$ cat src/pfs_pkg.sv
package pfs_pkg;

  // ==========================================================================
  // Clock and timing
  // ==========================================================================
  localparam int unsigned CLK_MHZ        = 40;
  localparam int unsigned BLANK_US       = 30;
  localparam int unsigned WDOG_SHORT_US  = 20;
  localparam int unsigned WDOG_NORMAL_US = 200;
  localparam int unsigned BLANK_CYC       = BLANK_US * CLK_MHZ;
  localparam int unsigned WDOG_SHORT_CYC  = WDOG_SHORT_US * CLK_MHZ;
  localparam int unsigned WDOG_NORMAL_CYC = WDOG_NORMAL_US * CLK_MHZ;

  // ==========================================================================
  // Widths and reset values
  // ==========================================================================
  localparam int unsigned TMR_W      = 14;
  localparam int unsigned RUN_W      = 16;
  localparam logic        BO_RST     = 1'b1;
  localparam logic        OT_RST     = 1'b0;
  localparam logic        TPO_RST    = 1'b0;
  localparam logic        OFF_RST    = 1'b1;

  // ==========================================================================
  // Types
  // ==========================================================================
  typedef struct packed {
    logic brownout_fault;
    logic output_undervoltage_fault;
    logic latch_off;
    logic overtemp_shutdown;
    logic timing_pin_open_fault;
    logic supply_lockout;
  } pfs_fault_t;

  typedef enum logic [2:0] {
    ST_OFF   = 3'h1,
    ST_FIRST = 3'h2,
    ST_RUN   = 3'h4
  } pfs_state_t;

  function automatic logic any_fault(input pfs_fault_t f);
    any_fault = |f;
  endfunction : any_fault

endpackage : pfs_pkg

$ cat src/pfs_timer.sv
`timescale 1ns/1ps
module pfs_timer (
  input  wire logic                      clk_in,
  input  wire logic                      resetn_in,
  input  wire logic                      clear_in,
  input  wire logic [pfs_pkg::TMR_W-1:0] limit_in,
  output logic                           done_out
);

  logic [pfs_pkg::TMR_W-1:0] count_q;

  // ==========================================================================
  // Up counter, holds at limit
  // ==========================================================================
  always_ff @(posedge clk_in or negedge resetn_in) begin
    if (!resetn_in) begin
      count_q <= '0;
    end else if (clear_in) begin
      count_q <= '0;
    end else if (count_q != limit_in) begin
      count_q <= count_q + 1'b1;
    end
  end

  assign done_out = (count_q == limit_in);

endmodule : pfs_timer

$ cat src/pfs_fault_supervisor.sv
// Contract
// - Timing current under 7 uA latches fault
// - Low timing current blanked 30 us first
// - Open-pin latch cleared only in lockout
// - Any listed fault forces OFF mode
// - OFF mode holds both gate drives low
// - OFF: hysteresis source if supply ok, else pulldown
// - OFF: control capacitor discharge held throughout
// - OFF: converter ready output driven low
// - OFF: on-time processing output grounded
// - First watchdog after recovery 20 us, not 200
// - Brown-out fault starts asserted, clamp active
// - Hysteresis source only after supply start threshold
// - Over-temperature trips drive, re-enables below 80 C
// - Over-temperature state kept until cool input with hot low, or reset, reset upper
`timescale 1ns/1ps
module pfs_fault_supervisor #(
  parameter int unsigned WDOG_NORMAL_CYC = pfs_pkg::WDOG_NORMAL_CYC
) (
  input  wire logic clk_in,
  input  wire logic resetn_in,
  input  wire logic brownout_detect_in,
  input  wire logic output_undervoltage_fault_in,
  input  wire logic latch_off_in,
  input  wire logic overtemp_hot_in,
  input  wire logic overtemp_cool_in,
  input  wire logic timing_current_low_in,
  input  wire logic supply_lockout_in,
  input  wire logic phase_a_req_in,
  input  wire logic phase_b_req_in,
  input  wire logic switch_event_in,
  output logic      gate_drive_a_out,
  output logic      gate_drive_b_out,
  output logic      converter_ready_out,
  output logic      control_cap_discharge_out,
  output logic      ontime_proc_ground_out,
  output logic      brownout_hyst_source_out,
  output logic      brownout_pulldown_out,
  output logic      off_mode_out,
  output logic      brownout_fault_out,
  output logic      overtemp_shutdown_out,
  output logic      timing_pin_open_fault_out,
  output logic      watchdog_expire_out
);

  // ==========================================================================
  // Declarations
  // ==========================================================================
  localparam logic [pfs_pkg::TMR_W-1:0] BLANK_LIM   = pfs_pkg::TMR_W'(pfs_pkg::BLANK_CYC - 1);
  localparam logic [pfs_pkg::TMR_W-1:0] WD_SHORT_LIM = pfs_pkg::TMR_W'(pfs_pkg::WDOG_SHORT_CYC - 1);
  localparam logic [pfs_pkg::TMR_W-1:0] WD_NORM_LIM  = pfs_pkg::TMR_W'(WDOG_NORMAL_CYC - 1);

  pfs_pkg::pfs_state_t      state_q;
  pfs_pkg::pfs_fault_t      faults;
  logic                     brownout_fault_q;
  logic                     overtemp_q;
  logic                     tpo_q;
  logic                     off_now;
  logic                     blank_done;
  logic                     wd_done;
  logic                     wd_clear;
  logic                     tpo_set;
  logic [pfs_pkg::TMR_W-1:0] wd_limit;

  // ==========================================================================
  // Fault gathering
  // ==========================================================================
  always_comb begin
    faults.brownout_fault            = brownout_fault_q;
    faults.output_undervoltage_fault = output_undervoltage_fault_in;
    faults.latch_off                 = latch_off_in;
    faults.overtemp_shutdown         = overtemp_q;
    faults.timing_pin_open_fault     = tpo_q;
    faults.supply_lockout            = supply_lockout_in;
  end

  assign off_now = pfs_pkg::any_fault(faults);

  // ==========================================================================
  // Brown-out fault flag
  // ==========================================================================
  always_ff @(posedge clk_in or negedge resetn_in) begin
    if (!resetn_in) begin
      brownout_fault_q <= pfs_pkg::BO_RST;
    end else if (supply_lockout_in) begin
      brownout_fault_q <= 1'b1;
    end else begin
      brownout_fault_q <= brownout_detect_in;
    end
  end

  // ==========================================================================
  // Over-temperature hysteresis
  // ==========================================================================
  always_ff @(posedge clk_in or negedge resetn_in) begin
    if (!resetn_in) begin
      overtemp_q <= pfs_pkg::OT_RST;
    end else if (overtemp_hot_in) begin
      overtemp_q <= 1'b1;
    end else if (overtemp_cool_in) begin
      overtemp_q <= 1'b0;
    end
  end

  // ==========================================================================
  // Timing pin open latch with blanking
  // ==========================================================================
  pfs_timer u_blank (
    .clk_in    (clk_in),
    .resetn_in (resetn_in),
    .clear_in  (!timing_current_low_in),
    .limit_in  (BLANK_LIM),
    .done_out  (blank_done)
  );

  assign tpo_set = timing_current_low_in && blank_done;

  always_ff @(posedge clk_in or negedge resetn_in) begin
    if (!resetn_in) begin
      tpo_q <= pfs_pkg::TPO_RST;
    end else if (tpo_set) begin
      tpo_q <= 1'b1;
    end else if (supply_lockout_in) begin
      tpo_q <= 1'b0;
    end
  end

  // ==========================================================================
  // Operating state
  // ==========================================================================
  always_ff @(posedge clk_in or negedge resetn_in) begin
    if (!resetn_in) begin
      state_q <= pfs_pkg::ST_OFF;
    end else begin
      case (state_q)
        pfs_pkg::ST_OFF: begin
          if (!off_now) begin
            state_q <= pfs_pkg::ST_FIRST;
          end
        end
        pfs_pkg::ST_FIRST: begin
          if (off_now) begin
            state_q <= pfs_pkg::ST_OFF;
          end else if (wd_done || switch_event_in) begin
            state_q <= pfs_pkg::ST_RUN;
          end
        end
        pfs_pkg::ST_RUN: begin
          if (off_now) begin
            state_q <= pfs_pkg::ST_OFF;
          end
        end
        default: begin
          state_q <= pfs_pkg::ST_OFF;
        end
      endcase
    end
  end

  // ==========================================================================
  // Watchdog
  // ==========================================================================
  assign wd_limit = (state_q == pfs_pkg::ST_FIRST) ? WD_SHORT_LIM : WD_NORM_LIM;
  assign wd_clear = (state_q == pfs_pkg::ST_OFF) || switch_event_in || wd_done || off_now;

  pfs_timer u_wdog (
    .clk_in    (clk_in),
    .resetn_in (resetn_in),
    .clear_in  (wd_clear),
    .limit_in  (wd_limit),
    .done_out  (wd_done)
  );

  always_ff @(posedge clk_in or negedge resetn_in) begin
    if (!resetn_in) begin
      watchdog_expire_out <= 1'b0;
    end else begin
      watchdog_expire_out <= wd_done && !off_now && !switch_event_in && (state_q != pfs_pkg::ST_OFF);
    end
  end

  // ==========================================================================
  // Outputs
  // ==========================================================================
  always_ff @(posedge clk_in or negedge resetn_in) begin
    if (!resetn_in) begin
      off_mode_out              <= pfs_pkg::OFF_RST;
      gate_drive_a_out          <= 1'b0;
      gate_drive_b_out          <= 1'b0;
      converter_ready_out       <= 1'b0;
      control_cap_discharge_out <= 1'b1;
      ontime_proc_ground_out    <= 1'b1;
    end else begin
      off_mode_out              <= off_now;
      gate_drive_a_out          <= phase_a_req_in && !off_now;
      gate_drive_b_out          <= phase_b_req_in && !off_now;
      converter_ready_out       <= !off_now;
      control_cap_discharge_out <= off_now;
      ontime_proc_ground_out    <= off_now;
    end
  end

  always_ff @(posedge clk_in or negedge resetn_in) begin
    if (!resetn_in) begin
      brownout_hyst_source_out <= 1'b0;
      brownout_pulldown_out    <= 1'b1;
    end else begin
      brownout_hyst_source_out <= off_now && !supply_lockout_in;
      brownout_pulldown_out    <= supply_lockout_in;
    end
  end

  always_ff @(posedge clk_in or negedge resetn_in) begin
    if (!resetn_in) begin
      brownout_fault_out        <= pfs_pkg::BO_RST;
      overtemp_shutdown_out     <= pfs_pkg::OT_RST;
      timing_pin_open_fault_out <= pfs_pkg::TPO_RST;
    end else begin
      brownout_fault_out        <= brownout_fault_q;
      overtemp_shutdown_out     <= overtemp_q;
      timing_pin_open_fault_out <= tpo_q;
    end
  end

  // ==========================================================================
  // Checks
  // ==========================================================================
  localparam int BLANK_I  = pfs_pkg::BLANK_CYC;
  localparam int WD_FIRST = pfs_pkg::WDOG_SHORT_CYC + 2;

  logic [pfs_pkg::RUN_W-1:0] low_run_q;

  always_ff @(posedge clk_in or negedge resetn_in) begin
    if (!resetn_in) begin
      low_run_q <= '0;
    end else if (!timing_current_low_in) begin
      low_run_q <= '0;
    end else if (low_run_q != {pfs_pkg::RUN_W{1'b1}}) begin
      low_run_q <= low_run_q + 1'b1;
    end
  end
endmodule : pfs_fault_supervisor

$ cat config.mk
export PLATFORM = sky130hd
export DESIGN_NAME = pfs_fault_supervisor
export DESIGN_NICKNAME = d
export VERILOG_FILES = /design/src/pfs_pkg.sv /design/src/pfs_timer.sv /design/src/pfs_fault_supervisor.sv
export SDC_FILE = /design/constraint.sdc
export NUM_CORES = 1
export LEC_CHECK = 0
export ABC_AREA = 1
export BUFFER_PORTS_ARGS = -buffer_cell sky130_fd_sc_hd__buf_4
export CORE_MARGIN = 2
export CORE_UTILIZATION = 62
export CTS_BUF_LIST = sky130_fd_sc_hd__clkbuf_8 sky130_fd_sc_hd__clkbuf_16
export DETAILED_ROUTE_END_ITERATION = 8
export PLACE_DENSITY = 0.84
export SLEW_MARGIN = 40
export SYNTH_ARGS = -nofsm -noshare
export SYNTH_HDL_FRONTEND = slang
export SYNTH_SLANG_ARGS = --single-unit
$ cat constraint.sdc
create_clock -name clk_in -period 2.5 [get_ports clk_in]
set_input_delay 0.125 -clock clk_in [delete_from_list [all_inputs] [get_ports clk_in]]
set_output_delay 0.125 -clock clk_in [all_outputs]
set_load 0.02 [all_outputs]
==> reports/metrics.cfg, run 1 <==
[sta]
timing.setup.tns_ps = 0
post-route-min-period_ps = 1600
fin_crit_sh_pct = 63.9
rsz0062_at_grt = no
postLayoutSetupSlackWorst_ps = 902
slew_violations = 0
tightest_slew_ps = 530
hold_viol = 0
skew_ps = 1.78
max_freq_ghz = 0.626
setup_viol = 0
slew_headroom_pct = 64.6

[cts]
clk-insertion-delay-late_ps = 290
cts_sinks = 44
clk_transition_reported_paths_ps = 80
ctsHtreeMaxLevel = 2
numCtsBuffers = 5
cts_buffer_depth = 2
root_buffer = clkbuf_8
cts_tree = yes
cts_resized = 0

[global_route]
antenna_found_initial = 0
grt_max_degree = 45
grt_util_all_layers_pct = 22.3
grt_pass1_wl_um = 6920
first_global_vias = 1621
overflow = 0

[synthesis]
synth_nets = 268
synth_area_mm2 = 0.00216
synth_top_cell_by_area = dfrtp_1
syn_inst = 254
yosys-top-cells-count = 47 x nand2_1, 39 x dfrtp_1, 38 x nor2_1
ys_types = 27
async_reset_ff_share_pct = 100
avgSynthCellArea_um2 = 8.49
yosysMostFrequentCell = nand2_1
ys_seq_elements = 44
yosysWarnings = 0
yosys_most_used_dff = dfrtp_1
yosysSeqAreaShare_pct = 51.4
synthTopCellsByArea = dfrtp_1 45%, nand2_1 8.2%, nor2_1 6.6%
yosys.area.top_type_share_pct = 45.3
synth_edf_count = 0

[routing]
drc = 0
drt_first_iter_violations = 100
drt-total-wl_um = 3850
detail_route.wl_per_cell_um = 11.7
viasPerCell = 5.10
num_vias = 1677
first_pass_iters = 5
antenna_left = 0

[setup_path]
arrival_ps = 1760
reg2reg_depth = 6
critPathSlowestCell = dfrtp_1
cp-startpoint = u_wdog.count_q[0]
slowest_delay_ps = 400
regToRegStartpoint = u_wdog.count_q[0]
startpoint_type = flop
endpoint = u_wdog.count_q[7]
r2r_setup_slack_ps = 900
crit_path_max_fanout = 12
r2r-end = u_wdog.count_q[7]
cp-end-kind = flop
path_depth = 6
worstSetupPathType = reg2reg
worstPathRequired_ps = 2670
path_delay_family = simple AND/OR/NAND/NOR gates
path_cells = ha_1, nand4_1, nor2_1, nand3_2, nand2_2, nor3_1
path_buf_inv = 0

[finish]
fin_area_mm2 = 0.00247
drive_gt1_share_pct = 21.6
multi_input_area_um2 = 887
nNetsFinal = 296
diodes = 0
instances_no_fill = 329
fillCellCount = 259
seqCellArea_mm2 = 0.00111
syn2layout_area_growth_pct = 14.5
reg.largest.list = u_blank.count_q (14), u_wdog.count_q (14), state_q (3)

[floorplanning]
die_x_um = 63.0
initial_utilization_pct = 64.6
rows = 21
core_mm2 = 0.00334
ios = 24
die_y_um = 63.0
dieArea_mm2 = 0.00396

[power_and_ir_drop]
power.density_mw_per_mm2 = 558
vdd_drop_max_uv = 352
leakage_uw = 0.00116

[place]
post-place-ws_ps = 905
gp_congestion = 0.847
dp_hpwl_um = 2800
placed_cell_area_mm2 = 0.00236
io_buffers = 23
place_inst = 319

[run]
max-cap-violations = 0

[min_path]
hp-class = in2reg
hp-start = overtemp_cool_in

[outcome]
status = finished, final reports clean

-- layout make-up --
class,instances,share of cell area [%]
clock inverters,2,0.405
well taps,46,2.33
inverters,35,5.32
multi-input cells,171,35.9
clock buffers,6,3.35
repair buffers,25,7.81
flip-flops and latches,44,44.9
-- cell families (layout without fill, tap and decap cells) --
group	Yosys count	after routing	share of synthesized area, %
DFF	44	44	51.4
buffers and inverters	39	68	7.49
AOI/OAI and AO/OA	16	16	4.00
adders and majority gates	2	2	1.16
xor gates and xnor gates	8	8	3.25
and+or+nand+nor	145	145	32.7
-- timing repair --
item | CTS | global route
setup buffers | 0 | 0
hold endpoints to repair | 40 | 0
hold buffers | 2 | 0
-- where the power goes --
| group | switching [uW] | internal (uW) |
|---|---|---|
| Sequential | 24.7 | 744 |
| Combinational | 99.4 | 64.0 |
| Clock | 225 | 220 |
-- layer usage --
| layer | track usage [%] | vias up | routed length (um) |
|---|---|---|---|
| met1 | 31.1 | 773 | 1860 |
| met2 | 34.7 | 52 | 1790 |
| met3 | 5.41 | 2 | 178 |
| met4 | 6.94 | 0 | 21 |
| li1 | - | 850 | - |
| met5 | 0 | - | 0 |
-- placed cells by master, fill, tap and decap left out, types with 3 or more instances in the layout --
| master | instances |
|---|---|
| dfstp_2 | 5 |
| nand3_1 | 19 |
| clkbuf_8 | 6 |
| xor2_1 | 7 |
| nor2_1 | 38 |
| dfrtp_1 | 39 |
| o21ai_0 | 7 |
| nand2_1 | 47 |
| a21oi_1 | 6 |
| nand4_1 | 3 |
| nor3_1 | 12 |
| buf_4 | 23 |
| nor2_2 | 14 |
| nor3_2 | 3 |
| inv_1 | 35 |
-- how the worst min path moves through the flow --
| stage | end | slack [ps] | depth (start not counted) |
|---|---|---|---|
| after CTS | overtemp_q | 4 | 2 |
| final | overtemp_q | 7 | 2 |
| after global routing | overtemp_q | 10 | 2 |
| after global placement | u_blank.count_q[11] | 140 | 1 |
| after floorplan | brownout_hyst_source_out | -170 | 0 |
| after detailed placement | u_blank.count_q[11] | 140 | 1 |
-- per-stage QoR --
stage | utilization [%] | total power, uW | hold slack (ps)
floorplan | - | 886 | -171
global placement | 70.6 | 937 | 138
detailed placement | 70.6 | 944 | 144
CTS | 74.0 | 1390 | 3.60
global route | 74.0 | 1460 | 13.7
finish | 74.0 | 1380 | 6.81
No activity file was read; power rests on OpenSTA's default activity.
==> inputs of run 2 (changes only) <==
--- a/config.mk
+++ b/config.mk
@@ -5,13 +5,13 @@
 export SDC_FILE = /design/constraint.sdc
 export NUM_CORES = 1
 export LEC_CHECK = 0
-export ABC_AREA = 1
+export ABC_AREA = 0
 export BUFFER_PORTS_ARGS = -buffer_cell sky130_fd_sc_hd__buf_4
 export CORE_MARGIN = 2
-export CORE_UTILIZATION = 62
+export CORE_UTILIZATION = 57
 export CTS_BUF_LIST = sky130_fd_sc_hd__clkbuf_8 sky130_fd_sc_hd__clkbuf_16
 export DETAILED_ROUTE_END_ITERATION = 8
-export PLACE_DENSITY = 0.84
+export PLACE_DENSITY = 0.78
 export SLEW_MARGIN = 40
 export SYNTH_ARGS = -nofsm -noshare
 export SYNTH_HDL_FRONTEND = slang
==> constraint.sdc (replaced) <==
create_clock -name clk_in -period 1.6 [get_ports clk_in]
set_input_delay 0.08 -clock clk_in [delete_from_list [all_inputs] [get_ports clk_in]]
set_output_delay 0.08 -clock clk_in [all_outputs]
set_load 0.02 [all_outputs]
==> run 2 against run 1 <==
  * Cell area grew 4.7%
  * First-iteration DRC count grew 2.0%
  * Critical path depth shrank 1
  * Combinational power shrank 30%
  * Synthesized area shrank 7.3%
  * Sequential cell count is the same
  * Wire length grew 11%
  * Sequential power grew 48%
  * Highest routed layer unchanged
==> reports/metrics.cfg, run 2 <==
[global_route]
antenna_found_initial = 0  ; unchanged
grt_max_degree = 45  ; unchanged
overflow = 0  ; unchanged
grt_util_all_layers_pct = 22.4  ; +0.085 points
first_global_vias = 1593  ; -1.7%
grt_pass1_wl_um = 6910  ; -0.10%

[routing]
drc = 0  ; unchanged
detail_route.wl_per_cell_um = 14.7  ; +26%
first_pass_iters = 4  ; -1
num_vias = 1580  ; -5.8%
route.met2.wl_um = 2270  ; +27%
wl_met3_um = 182  ; +2.2%
viasPerCell = 5.47  ; +7.3%
met1Wirelength_um = 1700  ; -8.2%
antenna_left = 0  ; unchanged
drt-total-wl_um = 4260  ; +11%
drt_first_iter_violations = 102  ; +2.0%
highest_layer = met4

[power_and_ir_drop]
swShare_pct = 22.4  ; -2.9 points
p_sw_uw = 477  ; +37%
power.density_mw_per_mm2 = 824  ; +48%
vdd_drop_max_uv = 796  ; +130%
clkPwrFrac_pct = 41.1  ; +8.8 points
leakage_uw = 0.00110  ; -4.7%
p_int_uw = 1650  ; +61%
seqPwrFrac_pct = 53.5  ; -2.3 points
combPwrFrac_pct = 5.3  ; -6.6 points

[finish]
instances_no_fill = 289  ; -12%
syn2layout_area_growth_pct = 29.3
multi_input_area_um2 = 918  ; +3.5%
fillCellCount = 221  ; -15%
seqCellArea_mm2 = 0.00111  ; unchanged
fin_area_mm2 = 0.00258  ; +4.7%
reg.largest.list = u_blank.count_q (14), u_wdog.count_q (14), state_q (3)
layout_common_cells = 39 x dfrtp_1, 39 x buf_4, 31 x nor2_1
diodes = 0  ; unchanged
drive_gt1_share_pct = 30.5  ; +8.9 points
nNetsFinal = 256  ; -14%

[place]
dp_hpwl_um = 2740  ; -2.3%
place_inst = 272  ; -15%
placed_cell_area_mm2 = 0.00231  ; -2.1%
io_buffers = 23  ; unchanged
gp_congestion = 0.844  ; -0.37%

[floorplanning]
die_x_um = 63.2  ; +0.41%
die_y_um = 63.2  ; +0.41%
ios = 24  ; unchanged
core_mm2 = 0.00336  ; +0.79%
rows = 21  ; unchanged
initial_utilization_pct = 59.4  ; -5.2 points
dieArea_mm2 = 0.00400  ; +0.83%

[synthesis]
synth_edf_count = 0  ; unchanged
syn_inst = 195  ; -23%
synthTopCellsByArea = dfrtp_1 49%, dfstp_2 6.6%, nor2_1 5.8%
avgSynthCellArea_um2 = 10.3  ; +21%
synth_area_mm2 = 0.00200  ; -7.3%
async_reset_ff_share_pct = 100  ; unchanged
synth_nets = 209  ; -22%
synth_top_cell_by_area = dfrtp_1
synthAdderAreaFrac_pct = 1.25  ; +0.091 points
synth_top_family_by_area = simple AND/OR/NAND/NOR gates
ys_types = 35  ; +30%
muxShareOfSynthArea_pct = 1.50  ; +1.5 points
yosysWarnings = 0  ; unchanged
synth_compound_area_share_pct = 6.95  ; +2.9 points
yosys-top-cells-count = 39 x dfrtp_1, 31 x nor2_1, 15 x nand2_1
yosys_most_used_dff = dfrtp_1
synthXorXnorAreaFrac_pct = 7.88  ; +4.6 points
yosys.area.top_type_share_pct = 48.8  ; +3.5 points
yosysMostFrequentCell = dfrtp_1
ys_seq_elements = 44  ; unchanged
yosysSeqAreaShare_pct = 55.4  ; +4.0 points
yosys.area_share.simple_pct = 23.7  ; -9.1 points

[sta]
setup_viol = 0  ; unchanged
rsz0062_at_grt = yes
fin_crit_sh_pct = 98.4  ; +34 points
slew_violations = 0  ; unchanged
max_freq_ghz = 0.635  ; +1.5%
hold_viol = 0  ; unchanged
slew_headroom_pct = 64.6  ; -0.082 points
post-route-min-period_ps = 1570  ; -24.0 ps
tightest_slew_ps = 532  ; +1.23 ps
skew_ps = 13.7  ; +11.9 ps

[min_path]
hp-class = in2reg

[cts]
cts_sinks = 44  ; unchanged
clk_transition_reported_paths_ps = 90  ; about the same
ctsHtreeMaxLevel = 2  ; unchanged
root_buffer = clkbuf_8
numCtsBuffers = 5  ; unchanged
cts_tree = yes
cts_buffer_depth = 2  ; unchanged
clk-insertion-delay-late_ps = 310  ; +20 ps

[setup_path]
r2r-end = u_blank.count_q[4]
critPathSlowestCell = dfrtp_1
cp-startpoint = u_blank.count_q[1]
slowest_delay_ps = 400  ; about the same
reg2reg_depth = 5  ; -1
cp-end-kind = flop
crit_path_max_fanout = 7  ; -5
worstPathRequired_ps = 1830  ; -840 ps
path_cells = ha_2, and4_4, and4_4, or3_1, a21oi_1
path_depth = 5  ; -1
regToRegStartpoint = u_blank.count_q[1]
cp_common_cell = and4_4
worstSetupPathType = reg2reg
path_buf_inv = 0  ; unchanged
path_delay_family = simple AND/OR/NAND/NOR gates
endpoint = u_blank.count_q[4]
arrival_ps = 1810  ; +50 ps
r2r_setup_slack_ps = 30  ; -880 ps
startpoint_type = flop

[run]
max-cap-violations = 0  ; unchanged

[outcome]
status = finished, final reports clean

run 2: final cells by class:
cell class,count,share of cell area (%)
flip-flops and latches,44,42.8
multi-input cells,137,35.5
repair buffers,45,13.6
clock buffers,5,2.66
well taps,46,2.23
clock inverters,3,1.79
inverters,9,1.31
run 2: power groups by stage:
| stage | sequential, uW | clock, uW | combinational [uW] |
|---|---|---|---|
| final | 1140 | 876 | 114 |
| after global routing | 1140 | 949 | 125 |
| after CTS | 1140 | 897 | 114 |
| after detailed placement | 1160 | 0 | 98.1 |
| after global placement | 1160 | 0 | 92.8 |
| after floorplan | 1170 | 0 | 23.9 |
run 2: kinds of logic after synthesis:
logic type	after synthesis
buffers and inverters	15
and+or+nand+nor	93
adders and majority gates	2
muxes	3
xor gates and xnor gates	18
AOI/OAI and AO/OA	20
DFF	44
run 2: metrics by stage:
step	total power, uW	util [%]	setup slack (ps)	hold WS, ps	setup TNS [ps]
4_1_cts	2150	75.1	7.83	39.5	0
3_5_place_dp	1260	68.6	-50.0	98.1	-471
6_report	2130	76.9	26.1	47.6	0
2_1_floorplan	1190	-	3.49	-216	0
3_3_place_gp	1250	68.6	16.2	88.5	0
5_1_grt	2220	76.9	-34.9	46.0	-66.4
run 2: how the worst min path moves through the flow:
stage | slack (ps) | to | depth (start not counted) | from
global placement | 90 | u_blank.count_q[9] | 1 | resetn_in
detailed placement | 100 | u_blank.count_q[10] | 1 | resetn_in
finish | 50 | state_q[1] | 3 | switch_event_in
global route | 50 | u_blank.count_q[2] | 3 | timing_current_low_in
floorplan | -220 | brownout_hyst_source_out | 0 | resetn_in
CTS | 40 | state_q[1] | 3 | switch_event_in
run 2: layer usage:
layer,vias up,global-route usage [%]
met5,-,0
met4,0,10.3
met3,10,5.18
met2,44,39.1
met1,762,26.2
li1,764,-
run 2: timing repair:
| action | in CTS | in global routing |
|---|---|---|
| buffers inserted | 1 | 1 |
| hold endpoints to repair | 45 | 0 |
| hold buffers | 6 | 0 |
| pin swaps | 0 | 4 |
| resized for setup | 8 | 9 |
| setup endpoints to repair | 17 | 17 |
| cloned | 1 | 0 |
run 2: tightest hold or removal path: cells and delay by family:
family	cells	cell delay (ps)
AO/OA/AOI/OAI	2	160
buffers and inverters	1	90
